File: src/design/exec_defs.vh
// register map, field layout, reset values and operation codes of the execute block
`ifndef EXEC_DEFS_VH
`define EXEC_DEFS_VH

// register byte offsets on the bus
`define OFS_INSTR      8'h00
`define OFS_WORKING    8'h04
`define OFS_PC         8'h08
`define OFS_PAGE       8'h0C
`define OFS_STATUS     8'h10
`define OFS_WATCHDOG   8'h14
`define OFS_FILE_ADDR  8'h18
`define OFS_FILE_DATA  8'h1C
`define OFS_STACK      8'h20

// instruction word layout
`define INSTR_W        11
`define INSTR_OP_HI    10
`define INSTR_OP_LO    8
`define INSTR_D_BIT    7
`define INSTR_F_HI     6

// operation codes
`define OP_NOP         3'h0
`define OP_WDT_CLEAR   3'h1
`define OP_CALL_W      3'h2
`define OP_COMPLEMENT  3'h3
`define OP_CLEAR_FILE  3'h4
`define OP_DECREMENT   3'h5
`define OP_CLEAR_W     3'h6
`define OP_DEC_SKIP    3'h7

// status register bit positions
`define ST_ZERO_BIT    0
`define ST_PD_BIT      3
`define ST_TO_BIT      4
`define ST_BUSY_BIT    8
`define ST_SKIP_BIT    9

// reset values
`define PC_RST         15'h0000
`define W_RST          8'h00
`define PAGE_RST       7'h00
`define INSTR_RST      11'h000

`endif

File: src/design/partial_instruction_execute.v
// execute stage for the watchdog, call-via-working, complement, clear and decrement operations
`timescale 1ns/1ps
`default_nettype none
`include "exec_defs.vh"

module partial_instruction_execute #(
	parameter FILE_DEPTH = 128,
	parameter STACK_AW   = 4,
	parameter PRE_W      = 8,
	parameter WDT_W      = 8
) (
	input  wire        mclk,
	input  wire        sys_rst,
	input  wire        psel,
	input  wire        penable,
	input  wire        pwrite,
	input  wire [7:0]  paddr,
	input  wire [31:0] pwdata,
	output reg  [31:0] prdata,
	output reg         pready,
	output reg         pslverr,
	output reg         wdt_clear_pulse,
	output reg         wdt_timeout_pulse,
	output reg         stack_push_pulse,
	output reg  [14:0] stack_push_addr
);

	// idle takes bus writes, exec runs one operation or a discarded slot, call2 loads the new pc
	localparam ST_IDLE  = 3'b001;
	localparam ST_EXEC  = 3'b010;
	localparam ST_CALL2 = 3'b100;

	// unit steps sized to each counter
	localparam [STACK_AW-1:0] SP_ONE  = {{(STACK_AW-1){1'b0}}, 1'b1};
	localparam [PRE_W-1:0]    PRE_ONE = {{(PRE_W-1){1'b0}}, 1'b1};
	localparam [WDT_W-1:0]    WDT_ONE = {{(WDT_W-1){1'b0}}, 1'b1};

	reg  [2:0]              state_r;
	reg  [`INSTR_W-1:0]     instr_r;
	reg  [7:0]              working_r;
	reg  [14:0]             pc_r;
	reg  [6:0]              pc_page_latch_r;
	reg                     zero_r;
	reg                     timeout_flag_n_r;
	reg                     powerdown_flag_n_r;
	reg                     skip_r;
	reg  [6:0]              file_addr_r;
	reg  [STACK_AW-1:0]     sp_r;
	reg  [PRE_W-1:0]        presc_r;
	reg  [WDT_W-1:0]        watchdog_counter_r;
	reg  [7:0]              file_mem [0:FILE_DEPTH-1];
	reg  [14:0]             stack_mem [0:(1<<STACK_AW)-1];
	reg  [31:0]             rdata;

	// result of the data operation on a file value
	function [7:0] alu_res;
		input [2:0] op;
		input [7:0] v;
		begin
			case (op)
				`OP_COMPLEMENT: alu_res = ~v;
				`OP_DECREMENT:  alu_res = v - 8'h01;
				`OP_DEC_SKIP:   alu_res = v - 8'h01;
				default:        alu_res = 8'h00;
			endcase
		end
	endfunction

	// true for addresses that hold a register
	function is_mapped;
		input [7:0] a;
		begin
			case (a)
				`OFS_INSTR, `OFS_WORKING, `OFS_PC, `OFS_PAGE, `OFS_STATUS,
				`OFS_WATCHDOG, `OFS_FILE_ADDR, `OFS_FILE_DATA, `OFS_STACK: is_mapped = 1'b1;
				default: is_mapped = 1'b0;
			endcase
		end
	endfunction

	// true when an eight-bit result is zero
	function is_zero;
		input [7:0] v;
		begin
			is_zero = (v == 8'h00);
		end
	endfunction

	// instruction fields and decode
	wire [2:0]          op       = instr_r[`INSTR_OP_HI:`INSTR_OP_LO];
	wire                dsel     = instr_r[`INSTR_D_BIT];
	wire [6:0]          fa       = instr_r[`INSTR_F_HI:0];
	wire [7:0]          fval     = file_mem[fa];
	wire [7:0]          res      = alu_res(op, fval);
	wire                busy     = ~state_r[0];
	wire                executing = state_r[1] & ~skip_r;
	wire [14:0]         pc_inc   = pc_r + 15'h0001;
	wire [STACK_AW-1:0] sp_top   = sp_r - SP_ONE;
	wire                wr_go    = psel & penable & pready & pwrite & ~pslverr;
	wire                is_arith = (op == `OP_COMPLEMENT) | (op == `OP_DECREMENT) | (op == `OP_DEC_SKIP);
	wire                presc_wrap = &presc_r;

	// strobes of the operations that touch state outside the core registers
	wire                run_wdt_clear = executing & (op == `OP_WDT_CLEAR);
	wire                run_call      = executing & (op == `OP_CALL_W);
	wire                run_clear_f   = executing & (op == `OP_CLEAR_FILE);
	wire                res_zero      = is_zero(res);

	// register read mux
	always @* begin
		rdata = 32'h0000_0000;
		case (paddr)
			`OFS_INSTR:     rdata = {21'h000000, instr_r};
			`OFS_WORKING:   rdata = {24'h000000, working_r};
			`OFS_PC:        rdata = {17'h00000, pc_r};
			`OFS_PAGE:      rdata = {25'h0000000, pc_page_latch_r};
			`OFS_STATUS: begin
				rdata[`ST_ZERO_BIT] = zero_r;
				rdata[`ST_PD_BIT]   = powerdown_flag_n_r;
				rdata[`ST_TO_BIT]   = timeout_flag_n_r;
				rdata[`ST_BUSY_BIT] = busy;
				rdata[`ST_SKIP_BIT] = skip_r;
			end
			`OFS_WATCHDOG: begin
				rdata[WDT_W-1:0]  = watchdog_counter_r;
				rdata[8 +: PRE_W] = presc_r;
			end
			`OFS_FILE_ADDR: rdata = {25'h0000000, file_addr_r};
			`OFS_FILE_DATA: rdata = {24'h000000, file_mem[file_addr_r]};
			`OFS_STACK: begin
				rdata[14:0]           = stack_mem[sp_top];
				rdata[16 +: STACK_AW] = sp_r;
			end
			default:        rdata = 32'h0000_0000;
		endcase
	end

	// apb slave: access is held while an instruction is executing
	// ready and error stand one cycle, read data holds until the next access; a write lands where ready is seen high
	always @(posedge mclk or posedge sys_rst) begin
		if (sys_rst) begin
			pready  <= 1'b0;
			pslverr <= 1'b0;
			prdata  <= 32'h0000_0000;
		end else if (pready) begin
			pready  <= 1'b0;
			pslverr <= 1'b0;
		end else if (psel && penable && !busy) begin
			pready  <= 1'b1;
			pslverr <= ~is_mapped(paddr);
			prdata  <= pwrite ? 32'h0000_0000 : rdata;
		end
	end

	// file register array: bus writes and operation results
	always @(posedge mclk) begin
		if (wr_go && paddr == `OFS_FILE_DATA)
			file_mem[file_addr_r] <= pwdata[7:0];
		else if (run_clear_f)
			file_mem[fa] <= 8'h00;
		else if (executing && is_arith && dsel)
			file_mem[fa] <= res;
	end

	// return stack array
	always @(posedge mclk) begin
		if (run_call)
			stack_mem[sp_r] <= pc_inc;
	end

	// watchdog prescaler and counter
	// a clear restarts the whole chain, so the next expiry is a full period away
	always @(posedge mclk or posedge sys_rst) begin
		if (sys_rst) begin
			presc_r            <= {PRE_W{1'b0}};
			watchdog_counter_r <= {WDT_W{1'b0}};
			wdt_timeout_pulse  <= 1'b0;
		end else begin
			wdt_timeout_pulse <= 1'b0;
			if (run_wdt_clear) begin
				presc_r            <= {PRE_W{1'b0}};
				watchdog_counter_r <= {WDT_W{1'b0}};
			end else begin
				presc_r <= presc_r + PRE_ONE;
				if (presc_wrap) begin
					watchdog_counter_r <= watchdog_counter_r + WDT_ONE;
					if (&watchdog_counter_r)
						wdt_timeout_pulse <= 1'b1;
				end
			end
		end
	end

	// sequencer and architectural state
	// a pending skip turns the next issued word into a no-operation that only steps pc
	always @(posedge mclk or posedge sys_rst) begin
		if (sys_rst) begin
			state_r            <= ST_IDLE;
			instr_r            <= `INSTR_RST;
			working_r          <= `W_RST;
			pc_r               <= `PC_RST;
			pc_page_latch_r    <= `PAGE_RST;
			zero_r             <= 1'b0;
			timeout_flag_n_r   <= 1'b1;
			powerdown_flag_n_r <= 1'b1;
			skip_r             <= 1'b0;
			file_addr_r        <= 7'h00;
			sp_r               <= {STACK_AW{1'b0}};
			wdt_clear_pulse    <= 1'b0;
			stack_push_pulse   <= 1'b0;
			stack_push_addr    <= 15'h0000;
		end else begin
			wdt_clear_pulse  <= 1'b0;
			stack_push_pulse <= 1'b0;
			case (state_r)
				ST_IDLE: begin
					if (wr_go) begin
						case (paddr)
							`OFS_INSTR: begin
								instr_r <= pwdata[`INSTR_W-1:0];
								state_r <= ST_EXEC;
							end
							`OFS_WORKING:   working_r <= pwdata[7:0];
							`OFS_PC:        pc_r <= pwdata[14:0];
							`OFS_PAGE:      pc_page_latch_r <= pwdata[6:0];
							`OFS_FILE_ADDR: file_addr_r <= pwdata[6:0];
							`OFS_STATUS: begin
								zero_r             <= pwdata[`ST_ZERO_BIT];
								powerdown_flag_n_r <= pwdata[`ST_PD_BIT];
								timeout_flag_n_r   <= pwdata[`ST_TO_BIT];
							end
							default: ;
						endcase
					end
				end
				ST_EXEC: begin
					state_r <= ST_IDLE;
					pc_r    <= pc_inc;
					if (skip_r) begin
						skip_r <= 1'b0;                // fetched word runs as a no-operation
					end else begin
						case (op)
							`OP_WDT_CLEAR: begin
								timeout_flag_n_r   <= 1'b1;
								powerdown_flag_n_r <= 1'b1;
								wdt_clear_pulse    <= 1'b1;
							end
							`OP_CALL_W: begin
								sp_r             <= sp_r + SP_ONE;
								stack_push_pulse <= 1'b1;
								stack_push_addr  <= pc_inc;
								pc_r             <= pc_r;
								state_r          <= ST_CALL2;
							end
							`OP_COMPLEMENT, `OP_DECREMENT: begin
								if (!dsel)
									working_r <= res;
								zero_r <= res_zero;
							end
							`OP_CLEAR_FILE: zero_r <= 1'b1;
							`OP_CLEAR_W: begin
								working_r <= 8'h00;
								zero_r    <= 1'b1;
							end
							`OP_DEC_SKIP: begin
								if (!dsel)
									working_r <= res;        // zero flag untouched
								skip_r <= res_zero;
							end
							default: ;
						endcase
					end
				end
				ST_CALL2: begin
					pc_r    <= {pc_page_latch_r, working_r};
					state_r <= ST_IDLE;
				end
				default: state_r <= ST_IDLE;
			endcase
			// expiry drops the timeout flag last, so it wins over a watchdog clear
			// or a status write in the same cycle; a counter wrap in the cycle of a clear raises no timeout pulse
			if (wdt_timeout_pulse)
				timeout_flag_n_r <= 1'b0;
		end
	end

endmodule // partial_instruction_execute

`default_nettype wire

File: config.mk
export PLATFORM = sky130hd
export DESIGN_NAME = partial_instruction_execute
export DESIGN_NICKNAME = d
export VERILOG_FILES = /design/src/design/partial_instruction_execute.v
export VERILOG_INCLUDE_DIRS = /design/src /design/src/design
export SDC_FILE = /design/constraint.sdc
export NUM_CORES = 2
export LEC_CHECK = 0
export ABC_AREA = 0
export BUFFER_PORTS_ARGS = -buffer_cell sky130_fd_sc_hd__buf_2
export CORE_MARGIN = 5
export CORE_UTILIZATION = 57
export CTS_CLUSTER_DIAMETER = 50
export DETAILED_ROUTE_END_ITERATION = 8
export PLACE_DENSITY_LB_ADDON = 0.3
export RECOVER_POWER = 25
export SLEW_MARGIN = 5
export SYNTH_ARGS = -nofsm -noshare
export SYNTH_HDL_FRONTEND = slang
export SYNTH_SLANG_ARGS = --single-unit
File: constraint.sdc
create_clock -name mclk -period 9.89 [get_ports mclk]
set_input_delay 2.4725 -clock mclk [delete_from_list [all_inputs] [get_ports mclk]]
set_output_delay 2.4725 -clock mclk [all_outputs]
set_load 0.1 [all_outputs]
==> impl_metrics.csv <==
group,metric,value,unit
detailed_routing,drc_errors,0,
clock_tree,clockRootBuffer,"clkbuf_16",
logic_synthesis,synth_fa_ha_area_share,0.1581,%
timing,skew,0.03503,ns
setup_path,rr_worst_depth,12,
cells_and_area,drive_gt1_share,29.81,%
logic_synthesis,syn_inst,3325,
setup_path,arrival,7.50,ns
power,ir_worst_vdd,164.7,uV
clock_tree,cts.clk_slew.worst_paths,0.06,ns
timing,fmaxAchievable,0.1407,GHz
logic_synthesis,synth_area_per_cell,19.04,um2
floorplanning,core,110500,um2
global_route,grt_max_degree,124,
setup_path,r2r_setup_slack,2.93,ns
detailed_routing,wl,171.7,mm
setup_path,crit_top_cell,"nor2_1",
logic_synthesis,synth-edff-count,1264,
timing,setup_violations,0,
clock_tree,cts_tree,"yes",
logic_synthesis,synth-simple-area-share,3.807,%
floorplanning,io_pins,97,
global_route,grtUsageTotal,29.45,%
timing,timing.final.ws_setup,2.781,ns
place,dp_hpwl,110.9,mm
logic_synthesis,synth.top_cell.area_share,59.96,%
timing,slew_headroom,-151.4,%
clock_tree,numCtsBuffers,149,
place,gp_routability_congestion,0.9334,
setup_path,crit_slowest_cell,"nor2_1",
place,dp_cells,4724,
setup_path,cpPeakStageDelay,0.98,ns
setup_path,path_depth,11,
setup_path,end_kind,"flip-flop",
setup_path,worstSetupStartpoint,"paddr[1]",
clock_tree,htreeDepth,4,
setup_path,cp_cell_sequence,"buf_2 > or4_1 > or3b_2 > nor2_1 > a211oi_1 > nand2_1 > buf_4 > mux2i_1 > and2_1 > nand2b_2 > nor2_1",
logic_synthesis,yosysSeqAreaShare,64.51,%
floorplanning,die_w,343.3,um
run_status,status,"finished, violations left",
detailed_routing,firstDrtPassIters,6,
global_route,grt-ovfl-total,0,
setup_path,critical_path_buf_inv_count,2,
clock_tree,postCtsHoldBufs,0,
clock_tree,cts_setup_buffers,0,
floorplanning,rows,122,
global_route,grt_pass1_vias,36154,
logic_synthesis,synth_area_leaders,"edfxtp_1, mux4_2, dfrtp_1, mux2i_1, nor2_1",
flow_run,maxCapViolations,5,
timing,tightest_slew,3.770,ns
detailed_routing,dr_total_vias,35818,
clock_tree,cts-resized-gates,0,
logic_synthesis,synth_flop_cell,"edfxtp_1",
place,io_buffers,67,
timing,tns,0,ns
cells_and_area,layout_common_cells,"edfxtp_1, mux4_2, nor2_1, nand2_1, clkbuf_16",
place,dp_slack,2.244,ns
cells_and_area,syn2layout_area_growth,10.31,%
logic_synthesis,synth_warnings,0,
logic_synthesis,ys_ff_latch,1379,
logic_synthesis,synth_area,63300,um2
clock_tree,cts.sinks,1379,
setup_path,path_delay_family,"simple AND/OR/NAND/NOR gates",
timing,hold_viol,0,
floorplanning,start_util,57.28,%
cells_and_area,layoutNonFillerInstCount,4996,
power,powerDensity,172.1,nW/um2
setup_path,start_kind,"primary input",
cells_and_area,final_util,63.18,%
logic_synthesis,synth_top_family_by_area,"multiplexers",
timing,finalCriticalPeriod,7.109,ns
timing,finalCritPeriodShare,71.88,%
setup_path,r2r-start,"instr_r[1]$_DFFE_PP0P_",
floorplanning,die_area,117800,um2
logic_synthesis,async_flop_share,8.339,%
cells_and_area,fin_nets,3440,
timing,rsz0062_at_grt,"false",
detailed_routing,wl_per_cell,34.36,um
logic_synthesis,synth_compound_area_share,2.880,%
logic_synthesis,synth_mux_area_share,26.23,%
global_route,antenna_found_initial,4,
logic_synthesis,yosysTopAreaCell,"edfxtp_1",
run_status,violations,"max-capacitance violations, max-slew violations",
logic_synthesis,ys_types,74,
clock_tree,worstSkewPairLatency,0.78,ns
cells_and_area,final_common_cell,"edfxtp_1",
setup_path,critPathMaxFanout,33,
setup_path,crit_required,10.28,ns
floorplanning,die_h,343.3,um
hold_path,hp-class,"flip-flop to flip-flop",
global_route,grt_pass1_wl,250.8,mm
clock_tree,clockBufferDepth,3,
setup_path,r2r-end,"file_mem[79][6]$_DFFE_PP_",
setup_path,worstSetupPathType,"primary input to flip-flop",
logic_synthesis,synth_xor_area_share,0.4704,%
setup_path,cp-endpoint,"file_mem[82][1]$_DFFE_PP_",
detailed_routing,viasPerCell,7.169,
power,static-leakage-power,22.05,nW
detailed_routing,dr.first_iter.drc_count,5091,
timing,slew_viol_final,218,
detailed_routing,antenna_left,0,
-- cells in the mapped netlist (12+ instances only) --
| cell | count |
|---|---|
| buf_1 | 48 |
| nor3_1 | 13 |
| mux2i_1 | 96 |
| buf_4 | 23 |
| a22oi_1 | 30 |
| xor2_1 | 21 |
| nor2b_1 | 18 |
| xnor2_1 | 13 |
| mux2_2 | 46 |
| edfxtp_1 | 1264 |
| a221oi_1 | 23 |
| o22ai_1 | 25 |
| buf_2 | 30 |
| and3_1 | 15 |
| nor2_1 | 209 |
| nand2_1 | 188 |
| clkbuf_1 | 135 |
| dfrtp_1 | 112 |
| nand3_1 | 34 |
| inv_1 | 22 |
| a21oi_1 | 50 |
| mux4_2 | 666 |
| o21ai_0 | 68 |
| nand4_1 | 12 |
-- flip-flops by register name (all words and copies together) (netlist names) --
name	cells
file_addr_r	7
sp_r	4
skip_r	1
wdt_timeout_pulse	1
stack_push_pulse	1
timeout_flag_n_r	1
stack_push_addr	15
file_mem	1024
instr_r	11
watchdog_counter_r	8
pc_r	15
zero_r	1
wdt_clear_pulse	1
presc_r	8
powerdown_flag_n_r	1
pc_page_latch_r	7
prdata	20
pready	1
stack_mem	240
pslverr	1
state_r	3
working_r	8
-- metrics by stage --
stage	total power, mW	hold slack, ns	instance area [um2]
after global placement	6.648	0.4480	65220
final	12.01	0.4877	69830
after global routing	12.31	0.4837	69820
after detailed placement	6.658	0.4567	65220
after CTS	12.04	0.4688	70000
after floorplan	6.598	0.4688	63340
-- layer usage --
layer	track usage (%)	vias up	share of wire, %
li1	-	14092	-
met1	40.79	18749	36
met2	45.79	2563	48
met3	8.162	412	12
met4	10.82	2	4.3
met5	0	-	0.0070
-- power by group --
group	switching, mW	internal [mW]
sequential	0.00375	6.35
combinational	0.151	0.0336
clock	2.30	3.18
-- worst min path at each step --
| stage | start | to | slack, ns | depth (start not counted) |
|---|---|---|---|---|
| 2_1_floorplan | skip_r$_DFFE_PP0P_ | wdt_clear_pulse$_DFF_PP0_ | 0.47 | 1 |
| 3_3_place_gp | wdt_timeout_pulse$_DFF_PP0_ | timeout_flag_n_r$_DFFE_PP1P_ | 0.45 | 1 |
| 3_5_place_dp | wdt_timeout_pulse$_DFF_PP0_ | timeout_flag_n_r$_DFFE_PP1P_ | 0.46 | 1 |
| 4_1_cts | wdt_timeout_pulse$_DFF_PP0_ | timeout_flag_n_r$_DFFE_PP1P_ | 0.47 | 1 |
| 5_1_grt | wdt_timeout_pulse$_DFF_PP0_ | timeout_flag_n_r$_DFFE_PP1P_ | 0.48 | 1 |
| 6_report | prdata[3]$_DFFE_PP0P_ | prdata[3]$_DFFE_PP0P_ | 0.49 | 2 |
-- layout make-up --
type / count / area, um2
sequential: 1379 / 40860
tap: 1488 / 1862
timing repair buffer: 145 / 835.8
fill: 7440 / 40690
clock inverter: 78 / 794.5
inverter: 23 / 90.09
antenna: 3 / 7.507
multi-input combinational: 1689 / 21400
clock buffer: 191 / 3981
-- logic make-up (layout without fill, tap and decap cells) --
kind of cell,Yosys count,after routing
buf+inv,268,437
fa+ha+maj,8,8
mux,814,814
compound gates,274,274
simple gates,547,547
other cells,1,15
xor+xnor,34,34
flops,1379,1379
-- tightest hold or removal path: stages, from the launching register on --
cell	delay, ns
dfrtp_1	0.34
nand2_1	0.05
o21ai_0	0.06
(Power assumes the default switching activity.)
